<file path="config.mk">
export PLATFORM = sky130hd
export DESIGN_NAME = ntac_cmd
export DESIGN_NICKNAME = d
export VERILOG_FILES = /design/src/ntac_pkg.sv /design/src/ntac_spi_link.sv /design/src/ntac_cmd.sv
export VERILOG_INCLUDE_DIRS = /design/src
export SDC_FILE = /design/constraint.sdc
export NUM_CORES = 1
export LEC_CHECK = 0
export ABC_AREA = 1
export ABC_CLOCK_PERIOD_IN_PS = 14500
export BUFFER_PORTS_ARGS = -buffer_cell sky130_fd_sc_hd__clkbuf_2
export CORE_MARGIN = 3
export CORE_UTILIZATION = 44
export DETAILED_ROUTE_END_ITERATION = 10
export HOLD_SLACK_MARGIN = 0.1
export SETUP_SLACK_MARGIN = 0.5
export SLEW_MARGIN = 0
export SYNTH_ARGS = -nofsm -noshare
export SYNTH_HDL_FRONTEND = slang
export SYNTH_HIERARCHICAL = 1
export SYNTH_SLANG_ARGS = --single-unit
</file>
<file path="constraint.sdc">
create_clock -name clock -period 14.5 [get_ports clock]
set_input_delay 2.9 -clock clock [delete_from_list [all_inputs] [get_ports clock]]
set_output_delay 2.9 -clock clock [all_outputs]
set_load 0.01 [all_outputs]
</file>
<file path="src/ntac_defines.svh">
`ifndef NTAC_DEFINES_SVH
`define NTAC_DEFINES_SVH
`define NTAC_CMD_WRITE_REG   8'h09
`define NTAC_CMD_ANTICOLLISION_FILTER   8'h0d
`define NTAC_IDX_AUTO_SYNC   8'h0a
`define NTAC_IDX_TIMER_WIN   8'h3a
`define NTAC_TW_MIN          8'h50
`define NTAC_TW_MAX          8'h60
`define NTAC_TW_RESET        8'h52
`define NTAC_TW_CONFIRM      8'h04
`define NTAC_AS_ENABLE       8'h02
`define NTAC_AS_CONFIRM      8'ha1
`define NTAC_WR_LEN_SHORT    8'h03
`define NTAC_WR_LEN_LONG     8'h04
`define NTAC_INC_ON          8'h01
`define NTAC_ACF_LEN_OFF     8'h00
`define NTAC_ACF_LEN_SET     8'h01
`define NTAC_ACF_LEN_GET     8'h02
`define NTAC_ACF_LEN_CL1     8'h07
`define NTAC_ACF_LEN_CL2     8'h0b
`define NTAC_ACF_LEN_CL3     8'h0f
`define NTAC_RES_OK          8'h00
`define NTAC_ERR_LEN         8'h82
`define NTAC_ST_IDLE         8'h00
`define NTAC_ST_READY        8'h01
`define NTAC_ST_ACTIVE       8'h04
`define NTAC_ST_HALT         8'h80
`define NTAC_ST_READY_HALT   8'h81
`define NTAC_ST_ACTIVE_HALT  8'h84
`endif

</file>
<file path="src/ntac_pkg.sv">
package ntac_pkg;
   typedef enum logic [3:0] {
      NTAC_P_CMD  = 4'b0001,
      NTAC_P_LEN  = 4'b0010,
      NTAC_P_PAY  = 4'b0100,
      NTAC_P_SKIP = 4'b1000
   } ntac_phase_t;

   typedef struct packed {
      logic [15:0] atqa;
      logic [7:0]  sak;
      logic [95:0] uid;
      logic [1:0]  levels;
   } ntac_acf_cfg_t;

   typedef struct packed {
      logic [7:0] data;
      logic       valid;
   } ntac_byte_t;

   typedef struct packed {
      logic [2:0] sck;
      logic [1:0] mosi;
      logic [2:0] ssN;
      logic [2:0] bitCnt;
      logic [7:0] rxSh;
      logic [7:0] txSh;
      ntac_byte_t rx;
      logic       txTaken;
   } ntac_link_st_t;

   typedef struct packed {
      ntac_phase_t    phase;
      logic [7:0]     cmd;
      logic [7:0]     len;
      logic [3:0]     cnt;
      logic [14:0][7:0] pay;
      logic [7:0]     twin;
      logic           asEn;
      logic           acfOn;
      logic [7:0]     emu;
      ntac_acf_cfg_t  cfg;
      logic [7:0]     regPtr;
      logic [2:0][7:0] rep;
      logic [1:0]     repCnt;
   } ntac_cmd_st_t;
endpackage : ntac_pkg

</file>
<file path="src/ntac_spi_link.sv">
`timescale 1ns/100ps
module ntac_spi_link
   import ntac_pkg::*;
(
   input  wire logic       clock,
   input  wire logic       rst,
   input  wire logic       spiSck,
   input  wire logic       spiMosi,
   input  wire logic       spiSsN,
   input  wire logic [7:0] txByte,
   output ntac_byte_t      rxByte,
   output logic            txTaken,
   output logic            linkSel,
   output logic            spiMiso,
   output logic            spiMisoOe
);
   ntac_link_st_t q, n;
   logic rise, fall, csFall, active;

   always_comb begin
      n         = q;
      n.sck     = {q.sck[1:0], spiSck};
      n.mosi    = {q.mosi[0], spiMosi};
      n.ssN     = {q.ssN[1:0], spiSsN};
      n.rx.valid = 1'b0;
      n.txTaken = 1'b0;
      // edges found on stages two and three only
      rise      = q.sck[1] & ~q.sck[2];
      fall      = ~q.sck[1] & q.sck[2];
      active    = ~q.ssN[1];
      csFall    = ~q.ssN[1] & q.ssN[2];
      if (!active) begin
         n.bitCnt = 3'd0;
      end else if (csFall) begin
         n.txSh    = txByte;
         n.txTaken = 1'b1;
         n.bitCnt  = 3'd0;
      end else if (rise) begin
         n.rxSh   = {q.rxSh[6:0], q.mosi[1]};
         n.bitCnt = q.bitCnt + 3'd1;
         if (q.bitCnt == 3'd7) begin
            n.rx.data  = {q.rxSh[6:0], q.mosi[1]};
            n.rx.valid = 1'b1;
            // next byte loaded on the last rising edge, so no falling shift follows
            n.txSh     = txByte;
            n.txTaken  = 1'b1;
         end
      end else if (fall && q.bitCnt != 3'd0) begin
         n.txSh = {q.txSh[6:0], 1'b0};
      end
   end

   always_ff @(posedge clock or posedge rst) begin
      if (rst) begin
         q <= '{sck: 3'b000, mosi: 2'b00, ssN: 3'b111, bitCnt: 3'd0, rxSh: 8'h00,
                txSh: 8'h00, rx: '{data: 8'h00, valid: 1'b0}, txTaken: 1'b0};
      end else begin
         q <= n;
      end
   end

   assign rxByte    = q.rx;
   assign txTaken   = q.txTaken;
   assign linkSel   = ~q.ssN[1];
   assign spiMiso   = q.txSh[7];
   assign spiMisoOe = ~q.ssN[1];
endmodule : ntac_spi_link

</file>
<file path="src/ntac_cmd.sv">
`timescale 1ns/100ps
`include "ntac_defines.svh"
module ntac_cmd
   import ntac_pkg::*;
(
   input  wire logic       clock,
   input  wire logic       rst,
   input  wire logic       spiSck,
   input  wire logic       spiMosi,
   input  wire logic       spiSsN,
   output logic            spiMiso,
   output logic            spiMisoOe,
   input  wire logic       protoSelPulse,
   input  wire logic       acStateLoad,
   input  wire logic [7:0] acStateIn,
   output logic [7:0]      demodTimerWindow,
   output logic            autoSyncFilterEn,
   output logic            acFilterActive,
   output logic [7:0]      emuState,
   output ntac_acf_cfg_t   acfConfig,
   output logic [7:0]      regAddrPtr,
   output logic            bufferAllFrames
);
   ntac_cmd_st_t q, n;
   ntac_byte_t   rxByte;
   logic         txTaken;
   logic         linkSel;
   logic         lastByte;
   logic         execAcf;
   logic         lenBad;
   logic [7:0]   idx;
   logic [7:0]   val;
   logic         confOk;

   ntac_spi_link u_link (
      .clock     (clock),
      .rst       (rst),
      .spiSck    (spiSck),
      .spiMosi   (spiMosi),
      .spiSsN    (spiSsN),
      .txByte    (q.rep[0]),
      .rxByte    (rxByte),
      .txTaken   (txTaken),
      .linkSel   (linkSel),
      .spiMiso   (spiMiso),
      .spiMisoOe (spiMisoOe)
   );

   assign lastByte = rxByte.valid && q.phase == NTAC_P_PAY && ({4'd0, q.cnt} + 8'd1) == q.len;
   assign execAcf  = lastByte && q.cmd == `NTAC_CMD_ANTICOLLISION_FILTER;
   assign lenBad   = rxByte.data > `NTAC_ACF_LEN_GET && rxByte.data != `NTAC_ACF_LEN_CL1
                     && rxByte.data != `NTAC_ACF_LEN_CL2 && rxByte.data != `NTAC_ACF_LEN_CL3;

   always_comb begin
      n      = q;
      idx    = 8'h00;
      val    = 8'h00;
      confOk = 1'b0;
      // reply drains one byte per byte slot; empty slots send 0x00
      if (txTaken && q.repCnt != 2'd0) begin
         n.rep    = {8'h00, q.rep[2], q.rep[1]};
         n.repCnt = q.repCnt - 2'd1;
      end
      if (acStateLoad) begin
         n.emu = acStateIn;
      end
      if (!linkSel) begin
         n.phase = NTAC_P_CMD;
      end else if (rxByte.valid) begin
         case (q.phase)
            NTAC_P_CMD: begin
               if (rxByte.data == `NTAC_CMD_WRITE_REG || rxByte.data == `NTAC_CMD_ANTICOLLISION_FILTER) begin
                  n.cmd   = rxByte.data;
                  n.phase = NTAC_P_LEN;
               end else begin
                  n.phase = NTAC_P_SKIP;
               end
            end
            NTAC_P_LEN: begin
               n.len   = rxByte.data;
               n.cnt   = 4'd0;
               n.phase = NTAC_P_PAY;
               if (q.cmd == `NTAC_CMD_ANTICOLLISION_FILTER && rxByte.data == `NTAC_ACF_LEN_OFF) begin
                  n.acfOn  = 1'b0;
                  n.rep    = {q.emu, 8'h01, `NTAC_RES_OK};
                  n.repCnt = 2'd3;
                  n.phase  = NTAC_P_SKIP;
               end else if (q.cmd == `NTAC_CMD_ANTICOLLISION_FILTER && lenBad) begin
                  n.rep    = {8'h00, 8'h00, `NTAC_ERR_LEN};
                  n.repCnt = 2'd2;
                  n.phase  = NTAC_P_SKIP;
               end else if (q.cmd == `NTAC_CMD_WRITE_REG && rxByte.data != `NTAC_WR_LEN_SHORT
                            && rxByte.data != `NTAC_WR_LEN_LONG) begin
                  // only lengths 3 and 4 accepted
                  n.rep    = {8'h00, 8'h00, `NTAC_ERR_LEN};
                  n.repCnt = 2'd2;
                  n.phase  = NTAC_P_SKIP;
               end
            end
            NTAC_P_PAY: begin
               n.pay[q.cnt] = rxByte.data;
               n.cnt        = q.cnt + 4'd1;
            end
            NTAC_P_SKIP: begin
               n.phase = NTAC_P_SKIP;
            end
            default: begin
               n.phase = NTAC_P_SKIP;
            end
         endcase
         if (lastByte) begin
            n.phase  = NTAC_P_SKIP;
            n.rep    = {8'h00, 8'h00, `NTAC_RES_OK};
            n.repCnt = 2'd2;
            if (q.cmd == `NTAC_CMD_WRITE_REG) begin
               idx    = n.pay[0];
               val    = n.pay[2];
               // short form carries no confirmation byte
               if (idx == `NTAC_IDX_TIMER_WIN) begin
                  confOk = q.len == `NTAC_WR_LEN_SHORT || n.pay[3] == `NTAC_TW_CONFIRM;
                  if (confOk && val >= `NTAC_TW_MIN && val <= `NTAC_TW_MAX) begin
                     n.twin = val;
                  end
               end else if (idx == `NTAC_IDX_AUTO_SYNC) begin
                  confOk = q.len == `NTAC_WR_LEN_SHORT || n.pay[3] == `NTAC_AS_CONFIRM;
                  if (confOk) begin
                     n.asEn = val == `NTAC_AS_ENABLE;
                  end
               end
               n.regPtr = (n.pay[1] == `NTAC_INC_ON) ? idx + 8'h01 : idx;
            end else if (q.len == `NTAC_ACF_LEN_SET) begin
               n.emu = n.pay[0];
            end else if (q.len == `NTAC_ACF_LEN_GET) begin
               if (n.pay[0] == 8'h00 && n.pay[1] == 8'h00) begin
                  n.rep    = {q.emu, 8'h01, `NTAC_RES_OK};
                  n.repCnt = 2'd3;
               end else begin
                  n.rep = {8'h00, 8'h00, `NTAC_ERR_LEN};
               end
            end else begin
               // ATQA, SAK and UID parts latched
               n.cfg.atqa = {n.pay[0], n.pay[1]};
               n.cfg.sak  = n.pay[2];
               for (int i = 0; i < 12; i++) begin
                  n.cfg.uid[95 - 8 * i -: 8] = n.pay[3 + i];
               end
               n.cfg.levels = (q.len == `NTAC_ACF_LEN_CL1) ? 2'd1 :
                              (q.len == `NTAC_ACF_LEN_CL2) ? 2'd2 : 2'd3;
               n.acfOn = 1'b1;
            end
         end
      end
      // protocol select restores tuning defaults, wins over writes
      if (protoSelPulse) begin
         n.twin = `NTAC_TW_RESET;
         n.asEn = 1'b0;
      end
   end

   always_ff @(posedge clock or posedge rst) begin
      if (rst) begin
         q        <= '0;
         q.phase  <= NTAC_P_CMD;
         q.twin   <= `NTAC_TW_RESET;
         q.emu    <= `NTAC_ST_IDLE;
      end else begin
         q <= n;
      end
   end

   assign demodTimerWindow = q.twin;
   assign autoSyncFilterEn = q.asEn;
   assign acFilterActive   = q.acfOn;
   assign emuState         = q.emu;
   assign acfConfig        = q.cfg;
   assign regAddrPtr       = q.regPtr;
   // buffer every frame only while the filter is off
   assign bufferAllFrames  = ~q.acfOn;
endmodule : ntac_cmd

</file>
==> results of run 1 <==
-- routing by layer --
metal | up-vias | part of all wire | GRT usage
met1 | 6813 | 0.48 | 0.2980
met2 | 340 | 0.44 | 0.3080
met4 | 0 | 0.027 | 0.06324
li1 | 7182 | - | -
met3 | 80 | 0.050 | 0.03096
met5 | - | 0 | 0
-- cells in the mapped netlist (4+ instances only) --
| master | number |
|---|---|
| sky130_fd_sc_hd__nand2_2 | 7 |
| sky130_fd_sc_hd__o21ai_2 | 8 |
| sky130_fd_sc_hd__nor2_1 | 155 |
| sky130_fd_sc_hd__buf_6 | 6 |
| sky130_fd_sc_hd__inv_1 | 372 |
| sky130_fd_sc_hd__inv_2 | 7 |
| sky130_fd_sc_hd__nor3_1 | 4 |
| sky130_fd_sc_hd__nor2_2 | 5 |
| sky130_fd_sc_hd__nand2_1 | 677 |
| sky130_fd_sc_hd__dfrtp_1 | 347 |
| sky130_fd_sc_hd__o21ai_0 | 196 |
| sky130_fd_sc_hd__o21ai_1 | 16 |
| sky130_fd_sc_hd__nor4_1 | 4 |
| sky130_fd_sc_hd__nand3_2 | 4 |
| sky130_fd_sc_hd__clkbuf_1 | 57 |
| sky130_fd_sc_hd__buf_4 | 162 |
| sky130_fd_sc_hd__buf_2 | 31 |
| sky130_fd_sc_hd__xor2_1 | 10 |
| sky130_fd_sc_hd__nand3_1 | 180 |
| sky130_fd_sc_hd__dfstp_2 | 7 |
| sky130_fd_sc_hd__nand4_1 | 14 |
| sky130_fd_sc_hd__ha_1 | 11 |
| sky130_fd_sc_hd__a21oi_1 | 105 |
-- worst max path at each step --
stage | startpoint | to | slack, ns
floorplan | rst | acFilterActive | 2.81
global placement | rst | q[316] | 9.63
detailed placement | rst | q[316] | 9.61
CTS | u_link/n[31] | spiMisoOe | 10.15
global route | rst | q[303] | 9.99
finish | u_link/n[31] | spiMisoOe | 10.20
-- kinds of logic (layout without fill, tap and decap cells) --
logic type | Yosys count | after routing | share of synthesized area
AO/OA/AOI/OAI | 330 | 330 | 0.09239
XOR/XNOR | 11 | 11 | 0.005258
adder cells (fa/ha/maj) | 11 | 11 | 0.007511
buffers and inverters | 638 | 627 | 0.1685
flip-flops | 354 | 354 | 0.4839
multiplexers | 2 | 2 | 0.001093
AND/OR/NAND/NOR | 1063 | 1063 | 0.2413
-- worst max-delay path, stage by stage (launching register included) --
cell                       delay (ns)
sky130_fd_sc_hd__dfstp_2         0.55
sky130_fd_sc_hd__inv_2           0.14
sky130_fd_sc_hd__clkbuf_2        0.17
-- state kept, by name (all words and copies together) (netlist names) --
signal / count
demodTimerWindow: 8
q: 170
autoSyncFilterEn: 1
u_link/q: 20
acfConfig: 122
emuState: 8
acFilterActive: 1
u_link/n: 5
u_link/rxByte: 9
u_link/txTaken: 1
u_link/spiMiso: 1
regAddrPtr: 8
-- through the flow --
stage / utilization / power (mW)
floorplan: - / 1.051
global placement: 0.4455 / 1.063
detailed placement: 0.4455 / 1.064
CTS: 0.4759 / 2.055
global route: 0.4759 / 2.098
finish: 0.4759 / 2.023
-- area by class of cell --
type,count,share of cell area
inverter,382,0.07391
tap,532,0.03410
sequential,354,0.4543
clock buffer,57,0.05871
clock inverter,13,0.005256
timing repair buffer,175,0.04615
multi-input combinational,1417,0.3276
-- power groups by stage --
stage                     registers, mW  clock network [mW]  logic (mW)
after floorplan                    1.02                   0      0.0333
after global placement             1.02                   0      0.0451
after detailed placement           1.02                   0      0.0460
after CTS                          1.00                1.01      0.0460
after global routing               1.00                1.05      0.0512
final                              1.00               0.979      0.0436
==> flow_results.org, run 1 <==
** Run status
- The flow ran to the end, and the final reports show no timing, DRC or antenna violations.

** Power and ir drop
- The worst-case IR drop observed on VDD is 0.00006685 V.
- For this design the total switching power over the nets is around 0.45 mW.
- The share of total power dissipated in sequential elements is 0.494.
- Part of the total power dissipated in the clock network :: 0.484
- Summed over all cells, the static leakage comes to approximately 11 nW.
- Of the total power, the share spent switching nets is 0.2223.
- The internal portion of the total power is 1.573 mW.
- The share of total power dissipated in combinational logic is 0.022.
- Dividing total power by cell area gives a power density of about 100 nW/um^2.

** Job
- The tool flagged a number of max-cap violations equal to 0.

** STA
- Timing would allow up to around 230 MHz.
- At the pin with the least slew margin, the transition time is 1.098 ns.
- Crit share post-route :: 0.2964
- Post-layout minimum cycle time :: 4.297 ns
- The count of final hold-check violations is 0.
- Setup slack closes at 10.20 ns.
- Relative max-transition margin :: 0.2677
- Setup skew after layout :: ~0.024 ns
- Worst Hold Slack :: 0.3398 ns
- RSZ-0062 raised after global routing :: no
- Summed over all failing endpoints, the final setup total negative slack is 0 ns.
- Total of endpoints with negative setup slack in the final report :: 0
- Max Slew Vio Count :: 0

** Yosys
- The number of different library cells used by synthesis comes to 40.
- The biggest area contributor in the post-synthesis netlist is sky130_fd_sc_hd__dfrtp_1.
- Share of the synthesized area in the top cell type :: 0.4739
- For this run, the number of Yosys warnings is 6.
- After technology mapping, the gate count stands at around 2400.
- Counting flops and latches in the post-synthesis netlist gives between 300 and 400.
- Largest cells by area after synthesis :: sky130_fd_sc_hd__dfrtp_1, sky130_fd_sc_hd__nand2_1, sky130_fd_sc_hd__inv_1, sky130_fd_sc_hd__buf_4, sky130_fd_sc_hd__o21ai_0
- Total standard cell area after synthesis :: approximately 18000 um^2
- Post-synthesis average cell area :: approximately 7.6 um^2
- Most used DFF post-synth :: sky130_fd_sc_hd__dfrtp_1
- Post-synthesis sequential area ratio :: 0.4839
- Of all flip-flops after synthesis, the portion carrying an async set or reset was 1.000.
- The synthesized design contains 0 enable-type register cells.
- Counting every net in the synthesized netlist gives roughly 2400.

** Min path
- Class of the most critical hold timing path :: flip-flop to flip-flop
- For hold timing, the worst endpoint is u_link/q[33].
- HP Start :: u_link/n[33]
- Counting instances, the worst hold path has a depth of 0.

** Layout
- Sequential cell area :: between 8000 and 9000 um^2
- The repair_antennas step left the layout with diodes totalling 0.
- Leaving out fill and tap cells, the most frequent cell in the layout is sky130_fd_sc_hd__nand2_1.
- Most used cells in the layout excluding fill and tap cells :: sky130_fd_sc_hd__nand2_1, sky130_fd_sc_hd__inv_1, sky130_fd_sc_hd__dfrtp_1
- Layout area overhead :: 6.528%
- Once layout is done, the placed cells without fillers occupy around 20000 um^2.
- Summing all multi-input logic gate instances after layout gives 6395 um^2.
- Excluding fillers, the count of instances in the completed layout stands at a little under 3000.
- The final layout contains about 2400 nets.
- Counting the fill cells in the layout gives 4070.
- Fraction of layout instances using a drive strength above 1 :: 0.1193

** Clock tree
- Library cell used as clock root buffer :: sky130_fd_sc_hd__clkbuf_16
- Post-CTS Repair Setup Buffers :: 0
- The number of gates resized after CTS was 0.
- The later pin in the worst-skew pair is clocked with a latency of between 0.5 and 0.6 ns.
- For this design, the sink count on the clock tree is about 350.
- Clock transition at path regs :: around 0.06 ns
- The clock passes through at most 3 buffers.
- H-Tree Depth :: 2
- TritonCTS built the clock tree.
- Buffers inserted to repair hold after CTS numbered 0.
- The number of clock buffers added by TritonCTS is 40.

** Floorplan
- During I/O placement, the number of pins put on the boundary was approximately 170.
- Die Wd :: about 210 um
- Initial standard-cell utilization of the core :: 0.4467
- Height of the die :: ~210 um
- The die covers 44130 um^2.
- Row generation in the floorplan step produced 74 rows.
- The region available for standard cell placement spans between 40000 and 50000 um^2.

** Placed design
- Number of buffers added on ports :: between 150 and 200
- The HPWL after detailed placement is 28.55 mm.
- Routability-driven placement finished with a final weighted congestion of 0.8501.
- The number of placed instances, taps included, is approximately 2900.
- Placed Area :: ~18000 um^2
- OpenSTA, run right after detailed placement, puts the worst setup slack at 9.607 ns.

** Detailed routing
- Total wirelength of the detailed-routed design :: ~45 mm
- The detailed router placed ~14000 vias in this run.
- The first TritonRoute pass finished after 5 iterations.
- Count of routing violations after the opening detailed-route iteration :: approximately 1200
- Drt drc :: 0
- After detailed routing, the average wire length per cell comes to between 15 and 20 um.
- Number of nets with antenna violations after detailed routing :: 0
- Dividing the detail-routed via count by the number of cells gives around 5.

** Worst setup path
- In this run the worst path has a maximum fanout of 8.
- STA classifies the critical path startpoint as a flip-flop.
- In this run the critical register-to-register path is captured at acfConfig[30].
- For flop-to-flop paths, the worst setup slack is 10.50 ns.
- The worst setup path is captured at a primary output.
- The startpoint identified for the worst register-to-register timing path is q[294].
- STA puts the critical path data required time at approximately 12 ns.
- Reg2reg path depth :: 12
- Signal arrival time at the worst endpoint :: 1.40 ns
- By startpoint and endpoint, the worst setup path is classified as flip-flop to primary output.

** GRT
- The number of global-route vias before repair was between 10000 and 15000.
- For this run the aggregate overflow at the end of global routing stands at 0.
- Maximum number of pins on one net before global-route repair :: about 140
- Wire length of the first global-routing pass :: about 72 mm
- For this run, the total global-route usage over all layers was measured as 0.2019.
- The number of antenna violations at the first check in global routing is 0.
No activity file was read; power rests on OpenSTA's default activity.
==> inputs of run 2 (changes only) <==
Settings changed: ABC_AREA 1 to 0, ABC_CLOCK_PERIOD_IN_PS 14500 to 4100.
Clock period 14.5 ns to 4.1 ns, I/O delays scaled along.
==> flow_results.org, run 2 <==
** Run status
- Status :: finished clean

** Layout
- The final-layout fill cell count is 3435 (-16%).
- The register with the most flip-flops in the final layout is q.
- The number of inserted diodes is 0 (unchanged).
- Leaving out fill and tap cells, the most frequent cell in the layout is sky130_fd_sc_hd__dfrtp_1.
- Layout area overhead :: 9.480%
- Fraction of layout instances using a drive strength above 1 :: 0.2560 (+0.1367)
- Number of flip-flops in the largest register :: 170 (unchanged)
- The post-route core utilization came to 0.4902 (+0.01434).
- The final cell count without fillers was 2097 (-28%).
- The final net count was 1581 (-34%).
- In the layout the commonest cells are sky130_fd_sc_hd__dfrtp_1, sky130_fd_sc_hd__nand2_1, sky130_fd_sc_hd__o21ai_0.

** Clock tree
- TritonCTS built the clock tree.
- The number of resized instances in the post-cts repair step was 0 (unchanged).
- Clock transition at path regs :: 0.06 ns (about the same)
- The maximum clock path buffer count came to 3 (unchanged).
- The clock latency on the worst-skew pair was 0.56 ns (about the same).
- The number of H-tree levels is 2 (unchanged).
- The number of sinks handled by clock tree synthesis is 354 (unchanged).
- Hold-fix buffer count after cts :: 0 (unchanged)
- The post-CTS setup-driven buffer insertion count is 0 (unchanged).
- Clock buffer count from CTS :: 40 (unchanged)
- Clock tree synthesis selected as its root buffer the cell sky130_fd_sc_hd__clkbuf_16.

** GRT
- The largest net degree at the start of global routing is 154 (+9.2%).
- Antenna violations before repair :: 1 (+1)
- Via count of the first global-routing pass :: 11107 (-17%)
- The wire length of the first global-routing pass came to 63.79 mm (-12%).
- The global-route usage over all layers was 0.1967 (-0.005130).
- The total congestion overflow after global routing is 0 (unchanged).

** Detailed routing
- Drt drc :: 0 (unchanged)
- Vias after detailed routing :: 11014 (-24%)
- DR WL/cell :: 19.04 um (+25%)
- The number of design-rule violations left by the first detailed-router iteration was 701 (-43%).
- The number of vias per cell is 5.252 (+6.8%).
- Number of optimization iterations in the first detailed-route pass :: 5 (unchanged)
- Total wirelength of the detailed-routed design :: 39.92 mm (-10%)
- The remaining antenna violation count after routing came to 0 (unchanged).

** Min path
- The worst hold path terminates at u_link/n[36].
- In this run the worst hold path is classified as flip-flop to flip-flop.
- Cell count of the worst hold path :: 0 (unchanged)
- In this run the most critical hold path is launched from u_link/n[35].

** Placed design
- The number of placed instances with taps included came to 2024 (-29%).
- Detailed-placement wirelength estimate :: 27.21 mm (-4.7%)
- Number of buffers added on ports :: 165 (unchanged)
- The worst slack at placement was 0.6989 ns (-8.908 ns).
- The routability congestion estimate from global placement is 0.9067 (+6.7%).

** Worst setup path
- Required time of the critical path :: 4.56 ns (-7.04 ns)
- In this run the critical register-to-register path is captured at autoSyncFilterEn.
- The length in cells of the worst reg-to-reg path came to 14 (+2).
- Signal arrival time at the worst endpoint :: 3.79 ns (+2.39 ns)
- Beginning of the worst register-to-register path :: q[294]
- STA classifies the critical path endpoint as a flip-flop.
- The worst setup path is launched from a flip-flop.
- The highest net fanout along the worst path was 7 (-1).
- WS Path Type :: flip-flop to flip-flop
- The reg-to-reg setup timing slack was 0.77 ns (-9.73 ns).

** Yosys
- Number of synthesized flops with an enable pin :: 0 (unchanged)
- Post-synthesis average cell area :: 10.78 um^2 (+42%)
- Dominant cell by count in the synthesized netlist :: sky130_fd_sc_hd__dfrtp_1
- Yosys warning count :: 6 (unchanged)
- Largest cells by area after synthesis :: sky130_fd_sc_hd__dfrtp_1, sky130_fd_sc_hd__mux2i_1, sky130_fd_sc_hd__buf_4, sky130_fd_sc_hd__mux2_2, sky130_fd_sc_hd__o21ai_0
- Syn Inst Count :: 1569 (-35%)
- Largest area contributor in the netlist :: sky130_fd_sc_hd__dfrtp_1
- For this run, the leading register cell type out of synthesis is sky130_fd_sc_hd__dfrtp_1.
- Sorting the synthesized cells by how often they occur yields sky130_fd_sc_hd__dfrtp_1, sky130_fd_sc_hd__nand2_1, sky130_fd_sc_hd__o21ai_0, sky130_fd_sc_hd__buf_4, sky130_fd_sc_hd__mux2i_1.
- The post-synthesis instance area is 16910 um^2 (-7.7%).
- The number of distinct standard cells referenced by the synthesized netlist was 72 (+80%).
- Post-synthesis sequential area ratio :: 0.5245 (+0.04058)
- The synthesized netlist net count is 1595 (-34%).
- Share of the synthesized area in the top cell type :: 0.5136 (+0.03974)
- Number of storage elements in the synthesis netlist :: 354 (unchanged)
- Share of synthesized registers carrying an async set or reset :: 1.000 (unchanged)

** STA
- The aggregate negative setup slack was 0 ns (unchanged).
- Setup skew after layout :: 0.03009 ns (+0.006318 ns)
- The number of failing setup endpoints in the final timing report is 0 (unchanged).
- Timing would allow up to approximately 300 MHz.
- The routed design could run at a clock period as short as ~3.3 ns.
- In the finished design, the share of the clock period the worst path needs comes to 0.8129.
- Setup repair after global routing left no endpoint under its margin.
- Worst Hold Slack :: 0.3417 ns (+0.001906 ns)
- Number of endpoints with negative hold slack in the final report :: 0 (unchanged)
- The final setup slack of the worst path is 0.7670 ns (-9.436 ns).
- Max Slew Vio Count :: 0 (unchanged)
- The transition time of the tightest slew-check pin came to 1.267 ns (+0.1689 ns).
- The headroom to the max-slew limit is 0.1542 (-0.1135).

** Power and ir drop
- IR drop worst, VDD :: 0.0003439 V (+410%)
- Power per cell area :: 406.6 nW/um^2 (+290%)
- P_leak :: 9.259 nW (-16%)

** Floorplan
- The I/O pin count came to 166 (unchanged).
- Die area :: 40810 um^2 (-7.5%)
- Initial standard-cell utilization of the core :: 0.4478 (+0.001049)
- The core region area was 37760 um^2 (-8.0%).
- Height of the die :: 202.0 um (-3.8%)
- Die Wd :: 202.0 um (-3.8%)
- Std cell rows :: 71 (-4.1%)

** Job
- The total of max-cap violations was 0 (unchanged).
-- run 2: changes by cell type after synthesis, moves of 16 or more --
cell,previous run,this run
sky130_fd_sc_hd__nand2_1,677,234
sky130_fd_sc_hd__inv_1,372,20
sky130_fd_sc_hd__nand3_1,180,32
sky130_fd_sc_hd__mux2i_1,2,120
sky130_fd_sc_hd__nor2_1,155,39
sky130_fd_sc_hd__mux2_2,0,101
sky130_fd_sc_hd__a21oi_1,105,42
sky130_fd_sc_hd__a22o_1,0,16
sky130_fd_sc_hd__o21ai_0,196,180
-- run 2: layer usage --
layer  share of wire  track usage  routed length (um)
met5               0            0                   0
met4           0.028      0.06354                1110
met3           0.052      0.04010                2074
met2            0.44       0.3004               17590
met1            0.48       0.2829               19150
-- run 2: through the flow --
| step | cell area [um^2] | power [mW] |
|---|---|---|
| after floorplan | 16910 | 3.723 |
| after global placement | 17080 | 3.776 |
| after detailed placement | 17080 | 3.779 |
| after CTS | 18500 | 7.642 |
| after global routing | 18510 | 7.803 |
| final | 18510 | 7.525 |
-- run 2: logic make-up after synthesis --
family                     synth area share
AOI/OAI and AO/OA                   0.09473
xor gates and xnor gates           0.007549
adders and majority gates          0.008141
buffers and inverters               0.09762
DFF                                  0.5245
muxes                                0.1516
and+or+nand+nor                      0.1158
-- run 2: final cells by class --
cell class                 count  area (um^2)  area share
tap                          511        639.4     0.03454
inverter                      20        78.83    0.004259
multi-input combinational    947         6414      0.3465
sequential                   354         8867      0.4791
clock inverter                13        230.2     0.01244
clock buffer                  60         1189     0.06422
timing repair buffer         192         1091     0.05895
-- run 2: how the worst max path moves through the flow --
stage | end | startpoint | slack, ns | depth (start not counted)
final | autoSyncFilterEn | q[294] | 0.77 | 14
after global routing | demodTimerWindow[2] | q[294] | 0.54 | 14
after CTS | autoSyncFilterEn | q[294] | 0.65 | 14
after detailed placement | autoSyncFilterEn | q[294] | 0.70 | 14
after global placement | autoSyncFilterEn | q[294] | 0.84 | 14
after floorplan | acFilterActive | rst | -0.96 | 1
-- run 2: power breakdown --
group | total [mW] | switching (mW) | internal [mW] | leakage (nW)
sequential | 3.56 | 0.0293 | 3.53 | 4.89
combinational | 0.151 | 0.103 | 0.0483 | 3.68
clock | 3.82 | 1.43 | 2.39 | 0.696
-- run 2: worst max-delay path, cell delays in order, from the launching register on --
cell and delay [ns]:
sky130_fd_sc_hd__dfrtp_1 0.45, sky130_fd_sc_hd__inv_1 0.11, sky130_fd_sc_hd__ha_1 0.31, sky130_fd_sc_hd__nor3b_2 0.34, sky130_fd_sc_hd__and2_1 0.26, sky130_fd_sc_hd__mux2i_1 0.10, sky130_fd_sc_hd__buf_4 0.19, sky130_fd_sc_hd__inv_1 0.08
sky130_fd_sc_hd__ha_1 0.17, sky130_fd_sc_hd__nand2_1 0.06, sky130_fd_sc_hd__a211oi_1 0.24, sky130_fd_sc_hd__a41o_1 0.17, sky130_fd_sc_hd__and3_1 0.33, sky130_fd_sc_hd__o2111a_1 0.25, sky130_fd_sc_hd__mux2i_1 0.18
